--- config.mk ---
export PLATFORM = sky130hd
export DESIGN_NAME = crf_core
export DESIGN_NICKNAME = d
export VERILOG_FILES = /design/src/crf_pkg.sv /design/src/crf_addr_unit.sv /design/src/crf_core.sv
export SDC_FILE = /design/constraint.sdc
export NUM_CORES = 1
export LEC_CHECK = 0
export BUFFER_PORTS_ARGS = -buffer_cell sky130_fd_sc_hd__buf_4
export CORE_MARGIN = 3
export CORE_UTILIZATION = 35
export DETAILED_ROUTE_END_ITERATION = 8
export PLACE_DENSITY = 0.62
export SLEW_MARGIN = 20
export SYNTH_ARGS = -nofsm -noshare
export SYNTH_HDL_FRONTEND = slang
export SYNTH_SLANG_ARGS = --single-unit
export TNS_END_PERCENT = 1
--- constraint.sdc ---
create_clock -name clk_sys -period 4.8 [get_ports clk_sys]
set_input_delay 0.96 -clock clk_sys [delete_from_list [all_inputs] [get_ports clk_sys]]
set_output_delay 0.96 -clock clk_sys [all_outputs]
set_load 0.02 [all_outputs]
--- src/crf_pkg.sv ---
// Purpose: Shared constants and types for the CPU register file and flags block.
// Assumes: One system clock, asynchronous active-low reset.
// Notes:   Flag bit positions, access sizes and address modes live here.
package crf_pkg;

   localparam int GP_COUNT   = 8;
   localparam int GP_WIDTH   = 32;
   localparam int PC_WIDTH   = 24;
   localparam int FLAG_WIDTH = 8;
   localparam int SEL_WIDTH  = 3;

   localparam int FLAG_IMASK = 7;
   localparam int FLAG_UMASK = 6;
   localparam int FLAG_HALF  = 5;
   localparam int FLAG_USER  = 4;
   localparam int FLAG_NEG   = 3;
   localparam int FLAG_ZERO  = 2;
   localparam int FLAG_OVF   = 1;
   localparam int FLAG_CARRY = 0;

   localparam int STACK_SEL = 7;

   localparam logic [FLAG_WIDTH-1:0] FLAGS_RESET = 8'h80;
   localparam logic [PC_WIDTH-1:0]   PC_RESET    = 24'h000000;

   localparam logic [PC_WIDTH-1:0] MASK_NORMAL = 24'h00ffff;
   localparam logic [PC_WIDTH-1:0] MASK_1MB    = 24'h0fffff;
   localparam logic [PC_WIDTH-1:0] MASK_16MB   = 24'hffffff;

   typedef enum logic [1:0] {
      SZ_BYTE_LO,
      SZ_BYTE_HI,
      SZ_WORD,
      SZ_LONG
   } crf_size_type;

   typedef enum logic [1:0] {
      AM_NORMAL,
      AM_1MB,
      AM_16MB,
      AM_RSVD
   } crf_amode_type;

   typedef enum logic [2:0] {
      FOP_NONE,
      FOP_ARITH,
      FOP_LOGIC,
      FOP_LOAD,
      FOP_AND,
      FOP_OR,
      FOP_XOR,
      FOP_CARRY
   } crf_fop_type;

   typedef struct packed {
      logic                 en;
      logic [SEL_WIDTH-1:0] sel;
      logic                 ext_half;
      crf_size_type         size;
      logic [GP_WIDTH-1:0]  data;
   } crf_gp_wr_type;

   typedef struct packed {
      crf_fop_type          op;
      crf_size_type         size;
      logic [GP_WIDTH-1:0]  a;
      logic [GP_WIDTH-1:0]  b;
      logic [GP_WIDTH-1:0]  result;
      logic                 sub;
      logic                 has_half;
      logic                 ovf;
      logic                 carry;
      logic [FLAG_WIDTH-1:0] imm;
   } crf_flag_upd_type;

endpackage

--- src/crf_addr_unit.sv ---
// Purpose: Effective-address shaping for the register file block.
// Assumes: Combinational inputs from the same clock domain.
// Notes:   Output registered so the top sees a flop-driven address.
`timescale 1ns/1ps
`default_nettype none
module crf_addr_unit
   import crf_pkg::*;
(
   // Clock and reset.
   input  wire logic                clk_sys,
   input  wire logic                resetn,
   // Request.
   input  wire logic [GP_WIDTH-1:0] addr_in,
   input  wire crf_amode_type       amode,
   input  wire logic                wide_access,
   // Result.
   output logic [PC_WIDTH-1:0]      addr_out
);

   logic [PC_WIDTH-1:0] mask;
   logic [PC_WIDTH-1:0] shaped;

   always_comb begin
      unique case (amode)
         AM_NORMAL: mask = MASK_NORMAL;
         AM_1MB:    mask = MASK_1MB;
         default:   mask = MASK_16MB;
      endcase
      shaped = addr_in[PC_WIDTH-1:0] & mask;
      // Odd word or longword addresses are silently rounded down, never trapped.
      if (wide_access) begin
         shaped[0] = 1'b0;
      end
   end

   always_ff @(posedge clk_sys or negedge resetn) begin
      if (!resetn) begin
         addr_out <= '0;
      end else begin
         addr_out <= shaped;
      end
   end

endmodule
`default_nettype wire

--- src/crf_core.sv ---
// Purpose: Programmer-visible general registers, program counter and condition flags.
// Assumes: Decoder and ALU drive requests on clk_sys; reset vector is supplied by them.
// Notes:   General registers have no reset so that software must set the stack itself.
//
// Behaviour
// - Eight alike 32-bit general registers, full-width readable and writable.
// - Each register splits into independent upper and lower 16-bit halves.
// - Each lower half splits into high and low bytes.
// - Register seven doubles as stack pointer for exceptions and calls.
// - Program counter is 24 bits; fetch address forces bit zero low.
// - Eight-bit flags; bit 7 masks all but the non-maskable interrupt.
// - Exception sequence start sets the interrupt mask bit.
// - Bits 6 and 4 are user bits; bit 6 can mask interrupts.
// - Half-carry from bit 3, 11 or 27 by operand size.
// - Negative flag copies the result sign bit.
// - Zero flag set exactly when result is zero.
// - Overflow flag set on arithmetic overflow, cleared otherwise.
// - Carry holds carry, borrow, shifted-out bit, or bit accumulator.
// - Branch conditions use N, Z, V, C; some operations keep flags.
// - Reset loads vector into counter, sets mask and clears other flags; general registers undefined.
// - Normal mode limits addresses to 64 kbytes, advanced to 16 Mbytes.
// - One-megabyte mode uses 20 address bits and ignores the upper four.
// - Odd word or longword addresses round down without any error.
// - Decimal adjust sees two BCD digits; bit operations index bits 0 to 7.
`timescale 1ns/1ps
`default_nettype none
module crf_core
   import crf_pkg::*;
#(
   parameter int NUM_REGS = GP_COUNT
) (
   // Clock and reset.
   input  wire logic                  clk_sys,
   input  wire logic                  resetn,
   // Reset vector and mode.
   input  wire logic [PC_WIDTH-1:0]   reset_vector,
   input  wire crf_amode_type         amode,
   // General register access.
   input  wire crf_gp_wr_type         gp_wr,
   input  wire logic [SEL_WIDTH-1:0]  rd_sel,
   input  wire logic                  rd_ext_half,
   input  wire crf_size_type          rd_size,
   // Stack pointer adjust.
   input  wire logic                  sp_adj_en,
   input  wire logic [GP_WIDTH-1:0]   sp_adj_value,
   // Program counter.
   input  wire logic                  pc_load,
   input  wire logic [PC_WIDTH-1:0]   pc_value,
   input  wire logic                  pc_advance,
   // Flags.
   input  wire crf_flag_upd_type      flag_upd,
   input  wire logic                  exc_start,
   // Bit and decimal operand helpers.
   input  wire logic [2:0]            bit_index,
   // Interrupt screening.
   input  wire logic                  irq_req,
   input  wire logic                  irq_uses_umask,
   input  wire logic                  nmi_req,
   // Address shaping.
   input  wire logic [GP_WIDTH-1:0]   ea_in,
   input  wire logic                  ea_wide,
   // Results.
   output logic [GP_WIDTH-1:0]        rd_data,
   output logic [GP_WIDTH-1:0]        stack_pointer,
   output logic [PC_WIDTH-1:0]        fetch_addr,
   output logic [PC_WIDTH-1:0]        ea_out,
   output logic [FLAG_WIDTH-1:0]      condition_flags,
   output logic                       irq_accept,
   output logic                       bit_value,
   output logic [7:0]                 bcd_digits
);

   logic [GP_WIDTH-1:0]   wide_gp_reg [NUM_REGS];
   logic [PC_WIDTH-1:0]   pc_reg;
   logic [FLAG_WIDTH-1:0] flags_reg;
   logic [FLAG_WIDTH-1:0] flags_next;
   logic [GP_WIDTH-1:0]   gp_next;
   logic [GP_WIDTH-1:0]   rd_next;

   function automatic logic [GP_WIDTH-1:0] read_part(input logic [GP_WIDTH-1:0] r,
                                                     input crf_size_type sz,
                                                     input logic ext);
      logic [GP_WIDTH-1:0] v;
      v = '0;
      unique case (sz)
         SZ_LONG:    v = r;
         SZ_WORD: begin
            if (ext) begin
               v = {16'h0000, r[31:16]};
            end else begin
               v = {16'h0000, r[15:0]};
            end
         end
         SZ_BYTE_HI: v = {24'h000000, r[15:8]};
         SZ_BYTE_LO: v = {24'h000000, r[7:0]};
      endcase
      return v;
   endfunction

   function automatic logic sign_of(input logic [GP_WIDTH-1:0] v,
                                    input crf_size_type        sz);
      logic s;
      s = 1'b0;
      unique case (sz)
         SZ_LONG:                s = v[31];
         SZ_WORD:                s = v[15];
         SZ_BYTE_HI, SZ_BYTE_LO: s = v[7];
      endcase
      return s;
   endfunction

   function automatic logic zero_of(input logic [GP_WIDTH-1:0] v,
                                    input crf_size_type        sz);
      logic z;
      z = 1'b0;
      unique case (sz)
         SZ_LONG:                z = (v == '0);
         SZ_WORD:                z = (v[15:0] == 16'h0000);
         SZ_BYTE_HI, SZ_BYTE_LO: z = (v[7:0] == 8'h00);
      endcase
      return z;
   endfunction

   // Merge of a partial write into the old register contents.
   always_comb begin
      gp_next = wide_gp_reg[gp_wr.sel];
      unique case (gp_wr.size)
         SZ_LONG: gp_next = gp_wr.data;
         SZ_WORD: begin
            if (gp_wr.ext_half) begin
               gp_next[31:16] = gp_wr.data[15:0];
            end else begin
               gp_next[15:0] = gp_wr.data[15:0];
            end
         end
         SZ_BYTE_HI: gp_next[15:8] = gp_wr.data[7:0];
         SZ_BYTE_LO: gp_next[7:0]  = gp_wr.data[7:0];
      endcase
   end

   // Implicit stack traffic yields to an explicit write of the same register.
   logic sp_adj_take;
   always_comb begin
      sp_adj_take = sp_adj_en;
      if (gp_wr.en && gp_wr.sel == SEL_WIDTH'(STACK_SEL)) begin
         sp_adj_take = 1'b0;
      end
   end

   // No reset here: the stack pointer is left undefined until software loads it.
   always_ff @(posedge clk_sys) begin
      if (gp_wr.en) begin
         wide_gp_reg[gp_wr.sel] <= gp_next;
      end
      if (sp_adj_take) begin
         wide_gp_reg[STACK_SEL] <= sp_adj_value;
      end
   end

   always_comb begin
      rd_next = read_part(wide_gp_reg[rd_sel], rd_size, rd_ext_half);
   end

   always_ff @(posedge clk_sys or negedge resetn) begin
      if (!resetn) begin
         rd_data    <= '0;
         bit_value  <= 1'b0;
         bcd_digits <= 8'h00;
      end else begin
         rd_data    <= rd_next;
         bit_value  <= rd_next[bit_index];
         bcd_digits <= rd_next[7:0];
      end
   end

   always_ff @(posedge clk_sys or negedge resetn) begin
      if (!resetn) begin
         stack_pointer <= '0;
      end else begin
         stack_pointer <= wide_gp_reg[STACK_SEL];
      end
   end

   // The vector port is caught on the first edge after release, never under reset.
   logic boot_pending;
   always_ff @(posedge clk_sys or negedge resetn) begin
      if (!resetn) begin
         boot_pending <= 1'b1;
      end else begin
         boot_pending <= 1'b0;
      end
   end

   always_ff @(posedge clk_sys or negedge resetn) begin
      if (!resetn) begin
         pc_reg <= PC_RESET;
      end else if (boot_pending) begin
         pc_reg <= reset_vector;
      end else if (pc_load) begin
         pc_reg <= pc_value;
      end else if (pc_advance) begin
         pc_reg <= {pc_reg[PC_WIDTH-1:1] + (PC_WIDTH-1)'(1), 1'b0};
      end
   end

   always_ff @(posedge clk_sys or negedge resetn) begin
      if (!resetn) begin
         fetch_addr <= '0;
      end else begin
         fetch_addr <= {pc_reg[PC_WIDTH-1:1], 1'b0};
      end
   end

   // Flag update; half-carry comes from the adder re-run on the low slice.
   logic [28:0] half_sum;
   logic        half_c;
   always_comb begin
      half_sum = '0;
      unique case (flag_upd.size)
         SZ_LONG: half_sum = flag_upd.sub ? {1'b0, flag_upd.a[27:0]} - {1'b0, flag_upd.b[27:0]}
                                          : {1'b0, flag_upd.a[27:0]} + {1'b0, flag_upd.b[27:0]};
         SZ_WORD: half_sum = flag_upd.sub ? 29'({1'b0, flag_upd.a[11:0]} - {1'b0, flag_upd.b[11:0]}) << 16
                                          : 29'({1'b0, flag_upd.a[11:0]} + {1'b0, flag_upd.b[11:0]}) << 16;
         default: half_sum = flag_upd.sub ? 29'({1'b0, flag_upd.a[3:0]} - {1'b0, flag_upd.b[3:0]}) << 24
                                          : 29'({1'b0, flag_upd.a[3:0]} + {1'b0, flag_upd.b[3:0]}) << 24;
      endcase
      half_c = half_sum[28];
   end

   always_comb begin
      flags_next = flags_reg;
      unique case (flag_upd.op)
         FOP_NONE: flags_next = flags_reg;
         FOP_ARITH: begin
            flags_next[FLAG_HALF]  = flag_upd.has_half & half_c;
            flags_next[FLAG_NEG]   = sign_of(flag_upd.result, flag_upd.size);
            flags_next[FLAG_ZERO]  = zero_of(flag_upd.result, flag_upd.size);
            flags_next[FLAG_OVF]   = flag_upd.ovf;
            flags_next[FLAG_CARRY] = flag_upd.carry;
         end
         FOP_LOGIC: begin
            flags_next[FLAG_NEG]  = sign_of(flag_upd.result, flag_upd.size);
            flags_next[FLAG_ZERO] = zero_of(flag_upd.result, flag_upd.size);
            flags_next[FLAG_OVF]  = 1'b0;
         end
         FOP_LOAD:  flags_next = flag_upd.imm;
         FOP_AND:   flags_next = flags_reg & flag_upd.imm;
         FOP_OR:    flags_next = flags_reg | flag_upd.imm;
         FOP_XOR:   flags_next = flags_reg ^ flag_upd.imm;
         FOP_CARRY: flags_next[FLAG_CARRY] = flag_upd.carry;
      endcase
      // Exception entry sets the mask bit over any flag write in the same cycle; the other bits take the write.
      if (exc_start) begin
         flags_next[FLAG_IMASK] = 1'b1;
      end
   end

   always_ff @(posedge clk_sys or negedge resetn) begin
      if (!resetn) begin
         flags_reg <= FLAGS_RESET;
      end else begin
         flags_reg <= flags_next;
      end
   end

   always_ff @(posedge clk_sys or negedge resetn) begin
      if (!resetn) begin
         condition_flags <= FLAGS_RESET;
      end else begin
         condition_flags <= flags_next;
      end
   end

   // Screening reads the flags as they will stand, so a mask written this cycle already blocks.
   logic irq_open;
   always_comb begin
      irq_open = ~flags_next[FLAG_IMASK];
      if (irq_uses_umask && flags_next[FLAG_UMASK]) begin
         irq_open = 1'b0;
      end
   end

   always_ff @(posedge clk_sys or negedge resetn) begin
      if (!resetn) begin
         irq_accept <= 1'b0;
      end else begin
         irq_accept <= nmi_req | (irq_req & irq_open);
      end
   end

   crf_addr_unit u_addr (
      .clk_sys     (clk_sys),
      .resetn      (resetn),
      .addr_in     (ea_in),
      .amode       (amode),
      .wide_access (ea_wide),
      .addr_out    (ea_out)
   );

endmodule
`default_nettype wire

Word-level counts from Yosys, hierarchy flattened
Memories as Yosys holds them, arrays and structs flattened. A register that Yosys moved wholly into a read port is not among the register bits.
Cells that the tools add are included.
Widths: inputs -> output; s select.
Storage, ports and cells
  flip-flop bits (word level): 122
  bits in writable memories: 256
  bits of input ports: 285
  output and inout bits: 130
  logic and storage cells: 107
  memories: 1
Memories
  wide_gp_reg: words 8, width 32, rd ports 2, clocked after Yosys merged registers in 1, wr ports 2, line crf_core.sv:73  | logic [GP_WIDTH-1:0] wide_gp_reg [NUM_REGS];
Operators by class
  $add $sub $neg: 7
  order comparisons: 1
  equal/unequal tests: 24
  multiplexer cells: 32
  bitwise gates (word level): 8
  reductions and logical operators: 21
Operators with widths (count)
  $pmux 32 s4: 1
  $mux 29: 3
  $mux 24: 3
  $pmux 29 s2: 1
  $mux 16: 3
  $pmux 24 s2: 1
  $logic_not 32->1: 1
  $pmux 16 s2: 1
  $add 28x28->29: 1
  $sub 28x28->29: 1
  $and 24x24->24: 1
  $pmux 8 s3: 1
  $add 23x1->23 const B: 1
  $pmux 3 s6: 1
  $logic_not 16->1: 1
  $pmux 8 s2: 1
  $eq 3x3->1 const B: 5
  $add 12x12->13: 1
  $sub 12x12->13: 1
  $eq 2x2->1 const B: 6
  $ne 2x2->1 const B: 5
  $pmux 1 s5: 2
  $reduce_bool 5->1: 2
  $mux 1: 9
  other kinds (26): 40

Longest topological paths before layout
  word-level depth: 7
  mapped depth: 15
  mapped depth without buffers: 15

Hierarchy
A second synthesis with hierarchy kept.
Unflattened totals
  cell total of the unflattened synthesis: 1234
  area total of the unflattened synthesis: 17725.8 µm²
By module, submodules not included
  crf_core: times used 1, cells each 1201, area an instance 17063.9 µm², sequential area each 10717.8 µm²
  crf_addr_unit: times used 1, cells each 33, area an instance 661.9 µm², sequential area each 600.6 µm²

Least setup slack after synthesis
Ideal clock, no wire load.
  path type: input to register
  start point: input flag_upd[54] (netlist name)
  end point: register condition_flags[5]
  setup time: 0.082 ns
  arrival time: 3.588 ns
  data required time: 4.718 ns
  path slack: 1.130 ns
  stages: 15
  path through: or4_1 -> nor3_1 -> o21ai_1 -> nor2_1 -> o21a_1 -> o21ai_1 -> xnor2_1 -> ha_1 -> a21o_1 -> a21o_1 -> a21oi_1 -> o221ai_1 -> a31oi_1 -> o32ai_1 -> a31oi_1
Between the ends
  longest elaborated chain between the ends: 5
  elaborated cells on any way between the ends: 9
  classes of those cells: 4 x add/sub; 4 x mux; 1 x bitwise
Ends and longest elaborated chain
  start, declared: line crf_core.sv:51  | input wire crf_flag_upd_type flag_upd,
  $add 28x28->29, or another cell as far along: line crf_core.sv:221  | : {1'b0, flag_upd.a[27:0]} + {1'b0, flag_upd.b[27:0]};
  $mux 29 (on tied branches): line crf_core.sv:220, crf_core.sv:222
  $pmux 29 s2 *: line crf_core.sv:219  | unique case (flag_upd.size)
  $and 1x1->1 *: line crf_core.sv:235  | flags_next[FLAG_HALF] = flag_upd.has_half & half_c;
  $pmux 1 s5 *: line crf_core.sv:232  | unique case (flag_upd.op)
  end signal, assigned: line crf_core.sv:270  | condition_flags <= flags_next;
  end, declared: line crf_core.sv:67  | output logic [FLAG_WIDTH-1:0] condition_flags,
Mark *: on every way between the ends. The rest lies on a longest branch, timed or not.
A chain may end at the register's enable or synchronous reset.

Final worst setup path
Same ends and word-level chain as after synthesis.

==> metrics.cfg <==
[outcome]
status=finished clean

[timing]
setup_viol=0
rsz0062_at_grt=false
slew_violations=0
final.setup.tns_ps=0
worstMarginPinSlew_ps=1099
hold_ws_ps=372.0
fmax_ghz=0.2808
hold_viol_final=0
relSlewSlack=0.2664
fin_skew_ps=36.69
period_needed_ps=3561
fin_crit_sh=0.7420

[placement]
gp_congestion=0.8906
portBuffers=395
dp_hpwl_microns=37030

[finish]
drive_above_1_share=0.3618
final_cell_mix=buf_4 (405), edfxtp_1 (256), dfrtp_1 (143)
syn2layout_area_growth_pct=29.32
finalNetCount=1935
layout_commonest_cell=buf_4
diodes=0
largest_reg_flops=256

[global_route]
grt_max_degree=74
grt_usage=0.1866
grt_remaining_overflow=0
grt_pass1_vias=12083
grt_first_pass_wirelength_microns=75020
antenna_found_initial=1

[route]
route.detailed.drc=0
firstDrtPassIters=5
wire_per_inst_microns=22.03
vias=11724
ant_nets=0
wirelength_microns=50740
drtIter0Drc=934
vias_per_cell=5.091

[logic_synthesis]
yosysTopAreaCellShare=0.4372
syn_inst=1212
ys_warn_count=0
synth_area_leader_cell=edfxtp_1
synth_cell_types=62
synth_edf_count=256
synthesis.area_sq_um=17580
syn_area_per_cell_sq_um=14.51
ys_ff_latch=401
synth_area_leaders=edfxtp_1 (44%), dfrtp_1 (20%), mux4_2 (4.7%), mux2i_1 (4.5%), mux2_2 (4.0%)
synth_ff_type=edfxtp_1
async_flop_share=0.3616
yosysSeqAreaShare=0.6437

[critical_path]
cp_max_fo=6
cp.arrival_ps=4020
critPathCaptureType=flip-flop
crit_path_start_kind=input pin
worstPathRequired_ps=5260
path_class=input pin to flip-flop
rrSetupSlack_ps=2360

[floorplan]
die_h_microns=230.1
start_util=0.3570
rows=81
core_sq_um=49250
dieArea_sq_um=52960
pin_count=415
die-width_microns=230.1

[min_path]
hold_class=flip-flop to flip-flop

[power]
p_leak_nw=9.309
p_per_area_nw_per_um2=384.7
vdd_drop_max_mv=0.3144
p_int_mw=6.594
pwr-share-comb=0.137
p_switching_mw=2.153
p_sw_frac=0.2462
p_seq_frac=0.456
pwr-share-clk=0.407

[clock_tree]
htreeDepth=2
cts_resized=0
root_buffer=clkbuf_16
cts_sinks=401
clk_path_buf_depth=3
post_cts.repair.setup_buffers=0
cts_buffers=42
clk_pin_slew_ps=60
cts_hold_buf=0
clock_latency_ps=560
cts_tree=built

[run]
cap_violations=0

## synthesized netlist by cell type (all sizes together), types with 5 or more instances
master and count:
a22oi 35, xnor2 34, a211oi 13, inv 35, buf 35, nor2b 16, a21oi 44, nand2 50
mux2i 79, mux4 40, edfxtp 256, xor2 15, and3 8, a31oi 5, mux2 63, nor4 15
dfrtp 143, o21ai 48, o211ai 5, nand3 17, nor3 12, a21o 12, nand4 11, and2 9
nor2 92, clkbuf 23, ha 45
## critical path, stage by stage
cell      delay [ps]
buf_4            130
or4_1            550
nor3_1           150
o21ai_1          130
nor2_1           240
o21a_1           220
o21ai_1          100
xnor2_1          140
ha_1             290
a21o_1           190
a21o_1           170
a21oi_1          140
o221ai_1         140
a31oi_1          210
o32ai_1          120
a31oi_1          150
## area by class of cell
class / instances / area [sq um]
Fill cell: 4394 / 26520
Sequential cell: 401 / 11320
Multi-Input combinational cell: 718 / 5867
Timing Repair Buffer: 406 / 3052
Clock buffer: 52 / 1160
Tap cell: 664 / 830.8
Clock inverter: 26 / 376.6
Inverter: 36 / 135.1
## power groups by stage
stage | Clock [mW] | Sequential [mW] | Combinational, mW
after floorplan | 0 | 4.15 | 0.503
after CTS | 3.64 | 3.99 | 1.21
after detailed placement | 0 | 4.06 | 1.21
after global placement | 0 | 4.06 | 1.19
after global routing | 3.77 | 4.01 | 1.30
final | 3.56 | 3.99 | 1.20
## metrics by stage
step | worst slack, ps | std cells | instance area (sq um) | total power [mW] | util
after global routing | 949.8 | 2303 | 22740 | 9.079 | 0.4617
after floorplan | 1130 | 1213 | 17590 | 4.651 | -
final | 1239 | 2303 | 22740 | 8.747 | 0.4617
after global placement | 726.2 | 2225 | 21190 | 5.244 | 0.4303
after detailed placement | 747.3 | 2225 | 21190 | 5.268 | 0.4303
after CTS | 1309 | 2303 | 22730 | 8.846 | 0.4615
## logic make-up after synthesis
| family | after synthesis | share of synthesized area |
|---|---|---|
| mux | 182 | 0.1372 |
| other cells | 1 | 0.0002133 |
| compound gates | 185 | 0.06703 |
| xor+xnor | 49 | 0.02441 |
| fa+ha+maj | 45 | 0.03202 |
| simple gates | 255 | 0.07038 |
| flops | 401 | 0.6437 |
| buf+inv | 94 | 0.02505 |
## final timing paths
path,startpoint,end,depth (start not counted)
min in group asynchronous,resetn,fetch_addr[8],1
max in group asynchronous,resetn,rd_data[19],2
worst min-delay path,wide_gp_reg[7][23],stack_pointer[23],0
worst max-delay path,flag_upd[54],condition_flags[5],16
worst max register to register,wide_gp_reg[7][16],bit_value,6
worst min register to register,wide_gp_reg[7][23],stack_pointer[23],0
## layer usage
layer	GRT usage	vias up	routed length, microns
met5	0	-	13
li1	-	5359	-
met4	0.04618	2	1154
met1	0.2426	5813	20410
met3	0.03766	68	3919
met2	0.3207	482	25240
(Power assumes the default switching activity.)
